--- src/rtl/fcd_pkg.sv ---
// Purpose: shared constants for the coprocessor dialog link
// Assumes: both ends share sys_clk_i
// Notes: primitive codes and timing counts in one place
package fcd_pkg;
    // interface register selectors
    localparam logic [1:0] REG_COMMAND = 2'h0;
    localparam logic [1:0] REG_RESPONSE = 2'h1;
    localparam logic [1:0] REG_OPERAND = 2'h2;
    localparam logic [1:0] REG_RESTORE = 2'h3;
    // response primitive layout
    localparam int PRIM_W = 16;
    localparam int COME_AGAIN_BIT = 15;
    localparam int PASS_COUNTER_BIT = 14;
    localparam logic [3:0] PRIM_NULL = 4'h0;
    localparam logic [3:0] PRIM_EA_XFER = 4'h1;
    localparam logic [3:0] PRIM_BUSY = 4'h2;
    // command word fields
    localparam int CMD_MEM_BIT = 14;
    // timing counts in clocks, then operand width in bits
    localparam int READ_CYCLE_CLKS = 4;
    localparam int EXEC_START_CLK = 4;
    localparam int PASS_COUNTER_CLKS = 2;
    localparam int HANDOFF_CLKS = 3;
    localparam int COME_AGAIN_CLKS = 10;
    localparam int NULL_CLKS = 4;
    localparam int CONVERT_CLKS = 8;
    localparam int OPERAND_W = 32;
endpackage

--- src/rtl/fcd_if.sv ---
// Purpose: host/coprocessor dialog wires
// Assumes: one common clock
// Notes: host owns request side, coprocessor owns answer side
`timescale 1ns/1ps
interface fcd_if;
    logic req;
    logic wr;
    logic [1:0] sel;
    logic [31:0] wdata;
    logic ack;
    logic [31:0] rdata;
    modport host (output req, output wr, output sel, output wdata,
                  input ack, input rdata);
    modport copro (input req, input wr, input sel, input wdata,
                   output ack, output rdata);
endinterface

--- src/rtl/fcd_copro.sv ---
// Function
// RULE_01: resume suspended operation after context restore
// RULE_02: host stays silent during context restore
// RULE_03: host writes command then reads response
// RULE_04: execution starts fourth clock of read
// RULE_05: memory source answers ea-transfer, come-again set
// RULE_06: host passes counter first, two clocks
// RULE_07: host transfers 32-bit single operand
// RULE_08: operand handoff three clocks after write
// RULE_09: conversion waits for operand handoff
// RULE_10: host come-again ten clocks, null four
// RULE_11: host ends with null primitive
//
// Purpose: coprocessor end of the dialog
// Assumes: bus cycles last READ_CYCLE_CLKS clocks, req held throughout
// Notes: execution unit modelled as a conversion/compute counter
//        a save in the last conversion clock lets the work finish
`timescale 1ns/1ps
module fcd_copro (
    input wire logic sys_clk_i,
    input wire logic arst_n_i,
    input wire logic clk_en_i,
    fcd_if.copro bus,
    input wire logic exc_enable_i,
    input wire logic save_i,
    output logic busy_o,
    output logic converting_o,
    output logic [31:0] operand_o,
    output logic done_o
);
    typedef enum logic [2:0] {
        FCD_IDLE = 3'h0,
        FCD_CMD = 3'h1,
        FCD_WAIT_OP = 3'h3,
        FCD_HANDOFF = 3'h2,
        FCD_CONVERT = 3'h6,
        FCD_SUSPEND = 3'h7
    } fcd_state_t;

    fcd_state_t state;
    fcd_state_t next_state;
    logic [2:0] bus_cnt;
    logic [3:0] work_cnt;
    logic mem_src;
    logic bus_end;
    logic [fcd_pkg::PRIM_W-1:0] next_prim;
    logic [fcd_pkg::PRIM_W-1:0] prim;
    logic wr_end;
    logic exec_start;
    logic hand_last;
    logic conv_last;

    // a write to the wanted register ends in this clock
    function automatic logic wr_done(input logic fin, input logic [1:0] s,
            input logic [1:0] want);
        wr_done = fin && (s == want);
    endfunction

    // bus cycle counter; cycle ends at last clock with ack
    always_ff @(posedge sys_clk_i or negedge arst_n_i) begin
        if (!arst_n_i) begin
            bus_cnt <= 3'h0;
        end else if (clk_en_i) begin
            if (!bus.req || bus_end) begin
                bus_cnt <= 3'h0;
            end else begin
                bus_cnt <= bus_cnt + 3'h1;
            end
        end
    end
    assign bus_end = bus.req &&
        (bus_cnt == 3'(fcd_pkg::READ_CYCLE_CLKS - 1));
    assign bus.ack = bus_end;
    // a write cycle ends in this clock
    assign wr_end = bus_end && bus.wr;

    // RULE_04: execution starts fourth read clock
    assign exec_start = bus.req && !bus.wr &&
        bus.sel == fcd_pkg::REG_RESPONSE &&
        bus_cnt == 3'(fcd_pkg::EXEC_START_CLK - 1);
    // last clock of operand handoff and of conversion
    assign hand_last = work_cnt == 4'(fcd_pkg::HANDOFF_CLKS - 1);
    assign conv_last = work_cnt == 4'(fcd_pkg::CONVERT_CLKS - 1);

    // response primitive selection
    always_comb begin
        next_prim = '0;
        if (state == FCD_CMD && mem_src) begin
            // RULE_05: ea transfer answer
            next_prim[3:0] = fcd_pkg::PRIM_EA_XFER;
            next_prim[fcd_pkg::COME_AGAIN_BIT] = 1'b1;
            next_prim[fcd_pkg::PASS_COUNTER_BIT] = exc_enable_i;
        end else begin
            next_prim[3:0] = fcd_pkg::PRIM_NULL;
        end
    end

    // read data register
    always_ff @(posedge sys_clk_i or negedge arst_n_i) begin
        if (!arst_n_i) begin
            prim <= '0;
        end else if (clk_en_i && bus.req && !bus.wr && bus_cnt == 3'h0) begin
            prim <= next_prim;
        end
    end
    assign bus.rdata = {16'h0000, prim};

    // dialog state machine
    always_comb begin
        next_state = state;
        case (state)
            FCD_IDLE: begin
                if (wr_done(wr_end, bus.sel, fcd_pkg::REG_COMMAND)) begin
                    next_state = FCD_CMD;
                end
            end
            FCD_CMD: begin
                // RULE_04: start in fourth read clock
                if (exec_start) begin
                    next_state = mem_src ? FCD_WAIT_OP : FCD_CONVERT;
                end
            end
            FCD_WAIT_OP: begin
                if (wr_done(wr_end, bus.sel, fcd_pkg::REG_OPERAND)) begin
                    next_state = FCD_HANDOFF;
                end
            end
            FCD_HANDOFF: begin
                // RULE_08: three clock handoff
                if (hand_last) begin
                    next_state = FCD_CONVERT;
                end
            end
            FCD_CONVERT: begin
                // the last clock wins over a save, so a resumed counter
                // never starts beyond its end point and wraps
                if (conv_last) begin
                    next_state = FCD_IDLE;
                end else if (save_i) begin
                    next_state = FCD_SUSPEND;
                end
            end
            FCD_SUSPEND: begin
                // RULE_01: resume without new command
                if (wr_done(wr_end, bus.sel, fcd_pkg::REG_RESTORE)) begin
                    next_state = FCD_CONVERT;
                end
            end
            default: begin
                next_state = FCD_IDLE;
            end
        endcase
    end

    // state register
    always_ff @(posedge sys_clk_i or negedge arst_n_i) begin
        if (!arst_n_i) begin
            state <= FCD_IDLE;
        end else if (clk_en_i) begin
            state <= next_state;
        end
    end

    // work counter; held across suspension so conversion resumes
    always_ff @(posedge sys_clk_i or negedge arst_n_i) begin
        if (!arst_n_i) begin
            work_cnt <= 4'h0;
        end else if (clk_en_i) begin
            if (state != next_state && next_state != FCD_SUSPEND &&
                state != FCD_SUSPEND) begin
                work_cnt <= 4'h0;
            end else if (state == FCD_HANDOFF || state == FCD_CONVERT) begin
                work_cnt <= work_cnt + 4'h1;
            end
        end
    end

    // command latch: source kind of the instruction just written
    always_ff @(posedge sys_clk_i or negedge arst_n_i) begin
        if (!arst_n_i) begin
            mem_src <= 1'b0;
        end else if (clk_en_i && state == FCD_IDLE &&
            wr_done(wr_end, bus.sel, fcd_pkg::REG_COMMAND)) begin
            mem_src <= bus.wdata[fcd_pkg::CMD_MEM_BIT];
        end
    end

    // operand capture at the end of the operand write
    always_ff @(posedge sys_clk_i or negedge arst_n_i) begin
        if (!arst_n_i) begin
            operand_o <= '0;
        end else if (clk_en_i && state == FCD_WAIT_OP &&
            wr_done(wr_end, bus.sel, fcd_pkg::REG_OPERAND)) begin
            operand_o <= bus.wdata;
        end
    end

    // done pulse at end of conversion
    always_ff @(posedge sys_clk_i or negedge arst_n_i) begin
        if (!arst_n_i) begin
            done_o <= 1'b0;
        end else if (clk_en_i) begin
            done_o <= (state == FCD_CONVERT) && (next_state == FCD_IDLE);
        end
    end

    // busy while an instruction is open or suspended
    assign busy_o = (state != FCD_IDLE);
    // RULE_09: memory-source ops convert only after handoff
    assign converting_o = (state == FCD_CONVERT);
endmodule

--- src/flat_wrapper.sv ---
// flat-port wrapper written by rule: the top's interface ports become plain ports
module fcd_copro_flat 
  (sys_clk_i, arst_n_i, clk_en_i, exc_enable_i, save_i, busy_o, converting_o, operand_o, done_o, bus_req, bus_wr, bus_sel, bus_wdata, bus_ack, bus_rdata);
  fcd_if bus_i ();
  input wire logic sys_clk_i;
  input wire logic arst_n_i;
  input wire logic clk_en_i;
  input wire logic exc_enable_i;
  input wire logic save_i;
  output logic busy_o;
  output logic converting_o;
  output logic [31:0] operand_o;
  output logic done_o;
  input wire logic [$bits(bus_i.req)-1:0] bus_req;
  input wire logic [$bits(bus_i.wr)-1:0] bus_wr;
  input wire logic [$bits(bus_i.sel)-1:0] bus_sel;
  input wire logic [$bits(bus_i.wdata)-1:0] bus_wdata;
  output wire logic [$bits(bus_i.ack)-1:0] bus_ack;
  output wire logic [$bits(bus_i.rdata)-1:0] bus_rdata;
  assign bus_i.req = bus_req;
  assign bus_i.wr = bus_wr;
  assign bus_i.sel = bus_sel;
  assign bus_i.wdata = bus_wdata;
  assign bus_ack = bus_i.ack;
  assign bus_rdata = bus_i.rdata;
  fcd_copro u_core (.sys_clk_i(sys_clk_i), .arst_n_i(arst_n_i), .clk_en_i(clk_en_i), .bus(bus_i), .exc_enable_i(exc_enable_i), .save_i(save_i), .busy_o(busy_o), .converting_o(converting_o), .operand_o(operand_o), .done_o(done_o));
endmodule
--- config.mk ---
export PLATFORM = sky130hd
export DESIGN_NAME = fcd_copro_flat
export DESIGN_NICKNAME = d
export VERILOG_FILES = /design/src/rtl/fcd_pkg.sv /design/src/rtl/fcd_if.sv /design/src/rtl/fcd_copro.sv /design/src/flat_wrapper.sv
export SDC_FILE = /design/constraint.sdc
export NUM_CORES = 1
export LEC_CHECK = 0
export BUFFER_PORTS_ARGS = -buffer_cell sky130_fd_sc_hd__buf_4
export CAP_MARGIN = 0
export CORE_ASPECT_RATIO = 1.4
export CORE_MARGIN = 2
export CORE_UTILIZATION = 51
export CTS_CLUSTER_SIZE = 30
export DETAILED_ROUTE_END_ITERATION = 10
export GPL_TIMING_DRIVEN = 1
export HOLD_SLACK_MARGIN = 0.05
export PLACE_DENSITY = 0.95
export SYNTH_ARGS = -nofsm -noshare
export SYNTH_HDL_FRONTEND = slang
export SYNTH_SLANG_ARGS = --single-unit
--- constraint.sdc ---
create_clock -name sys_clk_i -period 4.3 [get_ports sys_clk_i]
set_clock_uncertainty 0.1 [all_clocks]
set_input_delay 0 -clock sys_clk_i [delete_from_list [all_inputs] [get_ports sys_clk_i]]
set_output_delay 0 -clock sys_clk_i [all_outputs]
set_load 0.02 [all_outputs]
Word level (Yosys, flattened, before mapping) --
Cells that the tools add are included.
Cells by class: add/subtract/negate cells 2, equality and inequality tests 14, mux-type cells 14, reductions and logical operators 30
Operators by type and width (count):
- 2-to-1 mux 3 bit | 9
- logical AND 1 bit | 19
- one-hot mux 3 bit (6 select lines) | 1
- equality test 3 x 2 -> 1 bit, second input constant | 3
- zero test 3 bit | 3
- 2-to-1 mux 4 bit | 2
- equality test 3 bit, second input constant | 2
- != test 3 bit, second input constant | 2
- adder 4 x 1 -> 4 bit, second input constant | 1
- equality test 2 bit, second input constant | 2
- equality test 4 x 2 -> 1 bit, second input constant | 1
- equality test 4 x 3 -> 1 bit, second input constant | 1
- adder 3 x 1 -> 3 bit, second input constant | 1
- equality test 3 x 1 -> 1 bit, second input constant | 1
- != test 3 bit | 1
- nonzero test 3 bit | 1
- equality test 2 x 1 -> 1 bit, second input constant | 1
- zero test 1 bit | 2
- zero test 2 bit | 1
- logical OR 1 bit | 2
- 2-to-1 mux 2 bit | 1
- AND reduction 2 bit | 1
- nonzero test 2 bit | 1
- 2-to-1 mux 1 bit | 1
Word-level totals: register bits after elaboration 50, input port bits 41, output and inout bits 68, word-level logic and storage cells 67

Longest topological paths before layout --
depth in word-level cells 11, mapped depth 7, depth with buffers taken out 7

Worst setup path after synthesis --
OpenSTA, ideal clock, no wires.
kind register to register, from reg u_core.bus_cnt[0], to reg u_core.operand_o[0], setup time 125 ps, data arrival time 1791 ps, data required time 4075 ps, slack 2284 ps, cell stages (with the launch flop) 7, buffers on the path 1, clock period less this slack 2016 ps, cell sequence dfrtp_1 > ha_1 > ha_1 > nand3_2 > nor4_4 > buf_6 > mux2_2
Between the ends: word-level cells in the longest chain between the ends 5
RTL lines:
- start, declared | line fcd_copro.sv:42 | logic [2:0] bus_cnt;
- start signal, assigned | line fcd_copro.sv:67 | bus_cnt <= bus_cnt + 3'h1;
- equality test 3 x 2 -> 1 bit | line fcd_copro.sv:72 | (bus_cnt == 3'(fcd_pkg::READ_CYCLE_CLKS - 1));
- logical AND 1 bit | line fcd_copro.sv:71 | assign bus_end = bus.req &&
- logical AND 1 bit | line fcd_copro.sv:75 | assign wr_end = bus_end && bus.wr;
- logical AND 1 bit | line fcd_copro.sv:56 | wr_done = fin && (s == want);
- logical AND 1 bit | line fcd_copro.sv:192 | end else if (clk_en_i && state == FCD_WAIT_OP &&
- end signal, assigned | line fcd_copro.sv:194 | operand_o <= bus.wdata;
- end, declared | line fcd_copro.sv:28 | output logic [31:0] operand_o,
No other way between the ends. A chain may end at the register's enable or synchronous reset.

Final worst setup path --
from reg u_core.bus_cnt[0], to reg u_core.mem_src
Between the ends: word-level cells in the longest chain between the ends 5
RTL lines:
- equality test 3 x 2 -> 1 bit | line fcd_copro.sv:72
- logical AND 1 bit | line fcd_copro.sv:71
- logical AND 1 bit | line fcd_copro.sv:75
- logical AND 1 bit | line fcd_copro.sv:56
- logical AND 1 bit | line fcd_copro.sv:182 | end else if (clk_en_i && state == FCD_IDLE &&
- end signal, assigned | line fcd_copro.sv:184 | mem_src <= bus.wdata[fcd_pkg::CMD_MEM_BIT];
- end, declared | line fcd_copro.sv:44 | logic mem_src;
No other way between the ends.

==> impl_metrics.env <==
export IMPL_die_w_um=62.6
export IMPL_yosys_most_used_dff="dfrtp_1"
export IMPL_grt_pass1_wl_um=10800
export IMPL_cap_violations=0
export IMPL_rr_startpoint="u_core.bus_cnt[0]"
export IMPL_critPathLaunchType="register"
export IMPL_register_area_um2=1150
export IMPL_critPathLaunch="u_core.bus_cnt[0]"
export IMPL_cp_slowest_cell="dlygate4sd3_1"
export IMPL_final_instance_count_excl_fill=395
export IMPL_ys_async_sr_fraction_pct=100
export IMPL_p_leak_nw=1.77
export IMPL_clk_latency_ps=300
export IMPL_core_um2=4570
export IMPL_die_area_um2=5380
export IMPL_period_share_pct=60.3
export IMPL_crit_family="simple AND/OR/NAND/NOR gates"
export IMPL_crit_fanout=5
export IMPL_grt_usage_pct=26.0
export IMPL_ant_nets=0
export IMPL_drc_errors=0
export IMPL_dp_cells=345
export IMPL_setup_violations_final=0
export IMPL_max_freq_mhz=386
export IMPL_cts_repair_resized=0
export IMPL_cellPowerDensity_nw_per_um2=287
export IMPL_synth_cell_types=43
export IMPL_dr_first_iter_drc_count=83
export IMPL_drv_slew=0
export IMPL_ys_seq_elements=46
export IMPL_num_rows=29
export IMPL_fin_total_pwr_mw=0.996
export IMPL_yosysWarnings=0
export IMPL_ir_drop_v=0.000234
export IMPL_synthToLayoutAreaGrowth_pct=41.5
export IMPL_vias=2046
export IMPL_cp_required_ps=4390
export IMPL_whs_ps=90.2
export IMPL_wl_per_cell_um=17.6
export IMPL_place_congestion=0.768
export IMPL_syn_area_um2=2450
export IMPL_worstPathBufferInverterCount=1
export IMPL_post_cts_setup_buffers=0
export IMPL_multi_input_area_um2=1080
export IMPL_min_path_type="in2reg"
export IMPL_post_route_util_pct=75.9
export IMPL_drt_pass1_iterations=5
export IMPL_vias_per_cell=5.18
export IMPL_overflow=0
export IMPL_ctsHtreeMaxLevel=2
export IMPL_path_cells="ha_1 -> ha_1 -> nand4bb_4 -> nor4_1 -> nand2_1 -> mux2_2 -> dlygate4sd3_1"
export IMPL_io_buffers=79
export IMPL_fin_nets=378
export IMPL_fp_dieH_um=86.0
export IMPL_maxSlewHeadroom_pct=56.5
export IMPL_end_kind="register"
export IMPL_crit_type="reg2reg"
export IMPL_drive_above_1_share_pct=35.1
export IMPL_fin_setup_tns_ps=0
export IMPL_root_buffer="clkbuf_8"
export IMPL_antennaDiodeCount=0
export IMPL_cts_buffer_depth=2
export IMPL_cts_tree="yes"
export IMPL_io_pins=109
export IMPL_numClockSinks=46
export IMPL_rsz0062_at_grt="no"
export IMPL_synth_area_per_cell_um2=11.5
export IMPL_arrival_ps=2680
export IMPL_antenna_found_initial=0
export IMPL_grt_max_degree=47
export IMPL_dp_hpwl_um=3770
export IMPL_clk_pin_slew_ps=90
export IMPL_hold_viol=0
export IMPL_grt_pass1_vias=2088
export IMPL_cts_buffers=5
export IMPL_syn_inst=214
export IMPL_ctsHoldBuffers=42
export IMPL_slowest_delay_ps=550
export IMPL_cpMostUsedCell="ha_1"
export IMPL_wl_um=6940
export IMPL_fin_crit_ps=2590
export IMPL_seq_area_frac_synth_pct=47.0
export IMPL_nFillCells=271
export IMPL_synth_edff_count=0
export IMPL_initial_core_util_pct=53.6
export IMPL_outcome="complete, no violations"
export IMPL_worstMarginPinSlew_ps=647
export IMPL_min_from="bus_wr"
[final timing paths]
kind                       slack, ps  cells after the start                   end
setup / recovery                1710                      7        u_core.mem_src
hold / removal                    90                      4        u_core.prim[0]
setup reg to reg                1710                      7        u_core.mem_src
hold reg to reg                  400                      1   u_core.operand_o[8]
max in group asynchronous       3570                      2  u_core.operand_o[23]
min in group asynchronous        130                      2       u_core.state[0]
[Yosys cell counts, types with 2 or more instances]
cell type  instances  area share [%]
ha_1               5             2.6
nor2_1             7             1.1
buf_2              3            0.61
clkbuf_1           2            0.31
a211oi_2           2             1.0
o21ai_0            7             1.4
a31oi_1            2            0.51
buf_6              4             1.8
nand2_1           12             1.8
nand3b_1           2            0.61
a211oi_1           2            0.61
nor2b_1            2            0.51
inv_1              9             1.4
o22ai_1            2            0.51
nand2b_1           3            0.77
a21o_1             2            0.61
a21oi_1            4            0.82
mux2_2            23              11
mux2_1            11             5.1
a2111oi_0          2            0.71
or3_1              3            0.77
nor3_1             5             1.0
dfrtp_1           46              47
nand3_1            4            0.82
nand4_1            3            0.77
buf_4             30             9.2
[registers in the layout, indices dropped and copies added (netlist names)]
register	count
u_core.state	3
u_core.mem_src	1
u_core.prim	2
u_core.done_o	1
u_core.operand_o	32
u_core.bus_cnt	3
u_core.work_cnt	4
[through the flow]
| step | setup WS, ps | area, µm² |
|---|---|---|
| 2_1_floorplan | 2280 | 2560 |
| 3_3_place_gp | 2140 | 2940 |
| 3_5_place_dp | 2070 | 2940 |
| 4_1_cts | 1890 | 3470 |
| 5_1_grt | 1720 | 3470 |
| 6_report | 1710 | 3470 |
[layer usage]
layer / wire length [µm] / global-route usage (%)
met5: 0 / 0
met4: 205 / 11.1
met3: 495 / 6.04
met2: 3730 / 46.8
met1: 2510 / 29.4
[power breakdown]
part / total (mW) / internal [mW] / switching [mW] / leakage, nW
registers: 0.480 / 0.447 / 0.0329 / 0.626
logic: 0.194 / 0.0874 / 0.106 / 1.09
clock network: 0.322 / 0.174 / 0.148 / 0.0524
total: 0.996 / 0.709 / 0.287 / 1.77
[kinds of logic after synthesis]
family	Yosys count	synth area share, %
AOI/OAI and AO/OA	27	7.61
buffers and inverters	48	13.3
other	1	0.153
muxes	34	15.6
adders and majority gates	5	2.55
and+or+nand+nor	53	13.8
DFF	46	47.0
[layout by cell type (no fill, tap or decap), drive strengths merged, types with 3 or more instances in the layout]
master	count
or3	3
dfrtp	46
inv	9
ha	5
nand4	3
a211oi	4
nand2b	3
nor2	7
conb	29
mux2	34
buf	80
nor3	5
a21oi	4
nand2	12
o21ai	7
clkbuf	7
nand3	5
dlygate4sd3	42
[final cells by class]
cell class                 count  area share (%)
multi-input combinational    148            31.1
timing repair buffer         122            29.4
clock buffer                   7            2.20
inverter                       9           0.974
clock inverter                 1           0.866
tap                           62            2.24
sequential                    46            33.2
[worst register-to-register path: stages (launching register included)]
cell and delay, ps:
dfrtp_1 380, ha_1 170, ha_1 290, nand4bb_4 160
nor4_1 420, nand2_1 130, mux2_2 300, dlygate4sd3_1 550
Note: power is estimated with default switching activity, not from simulation.
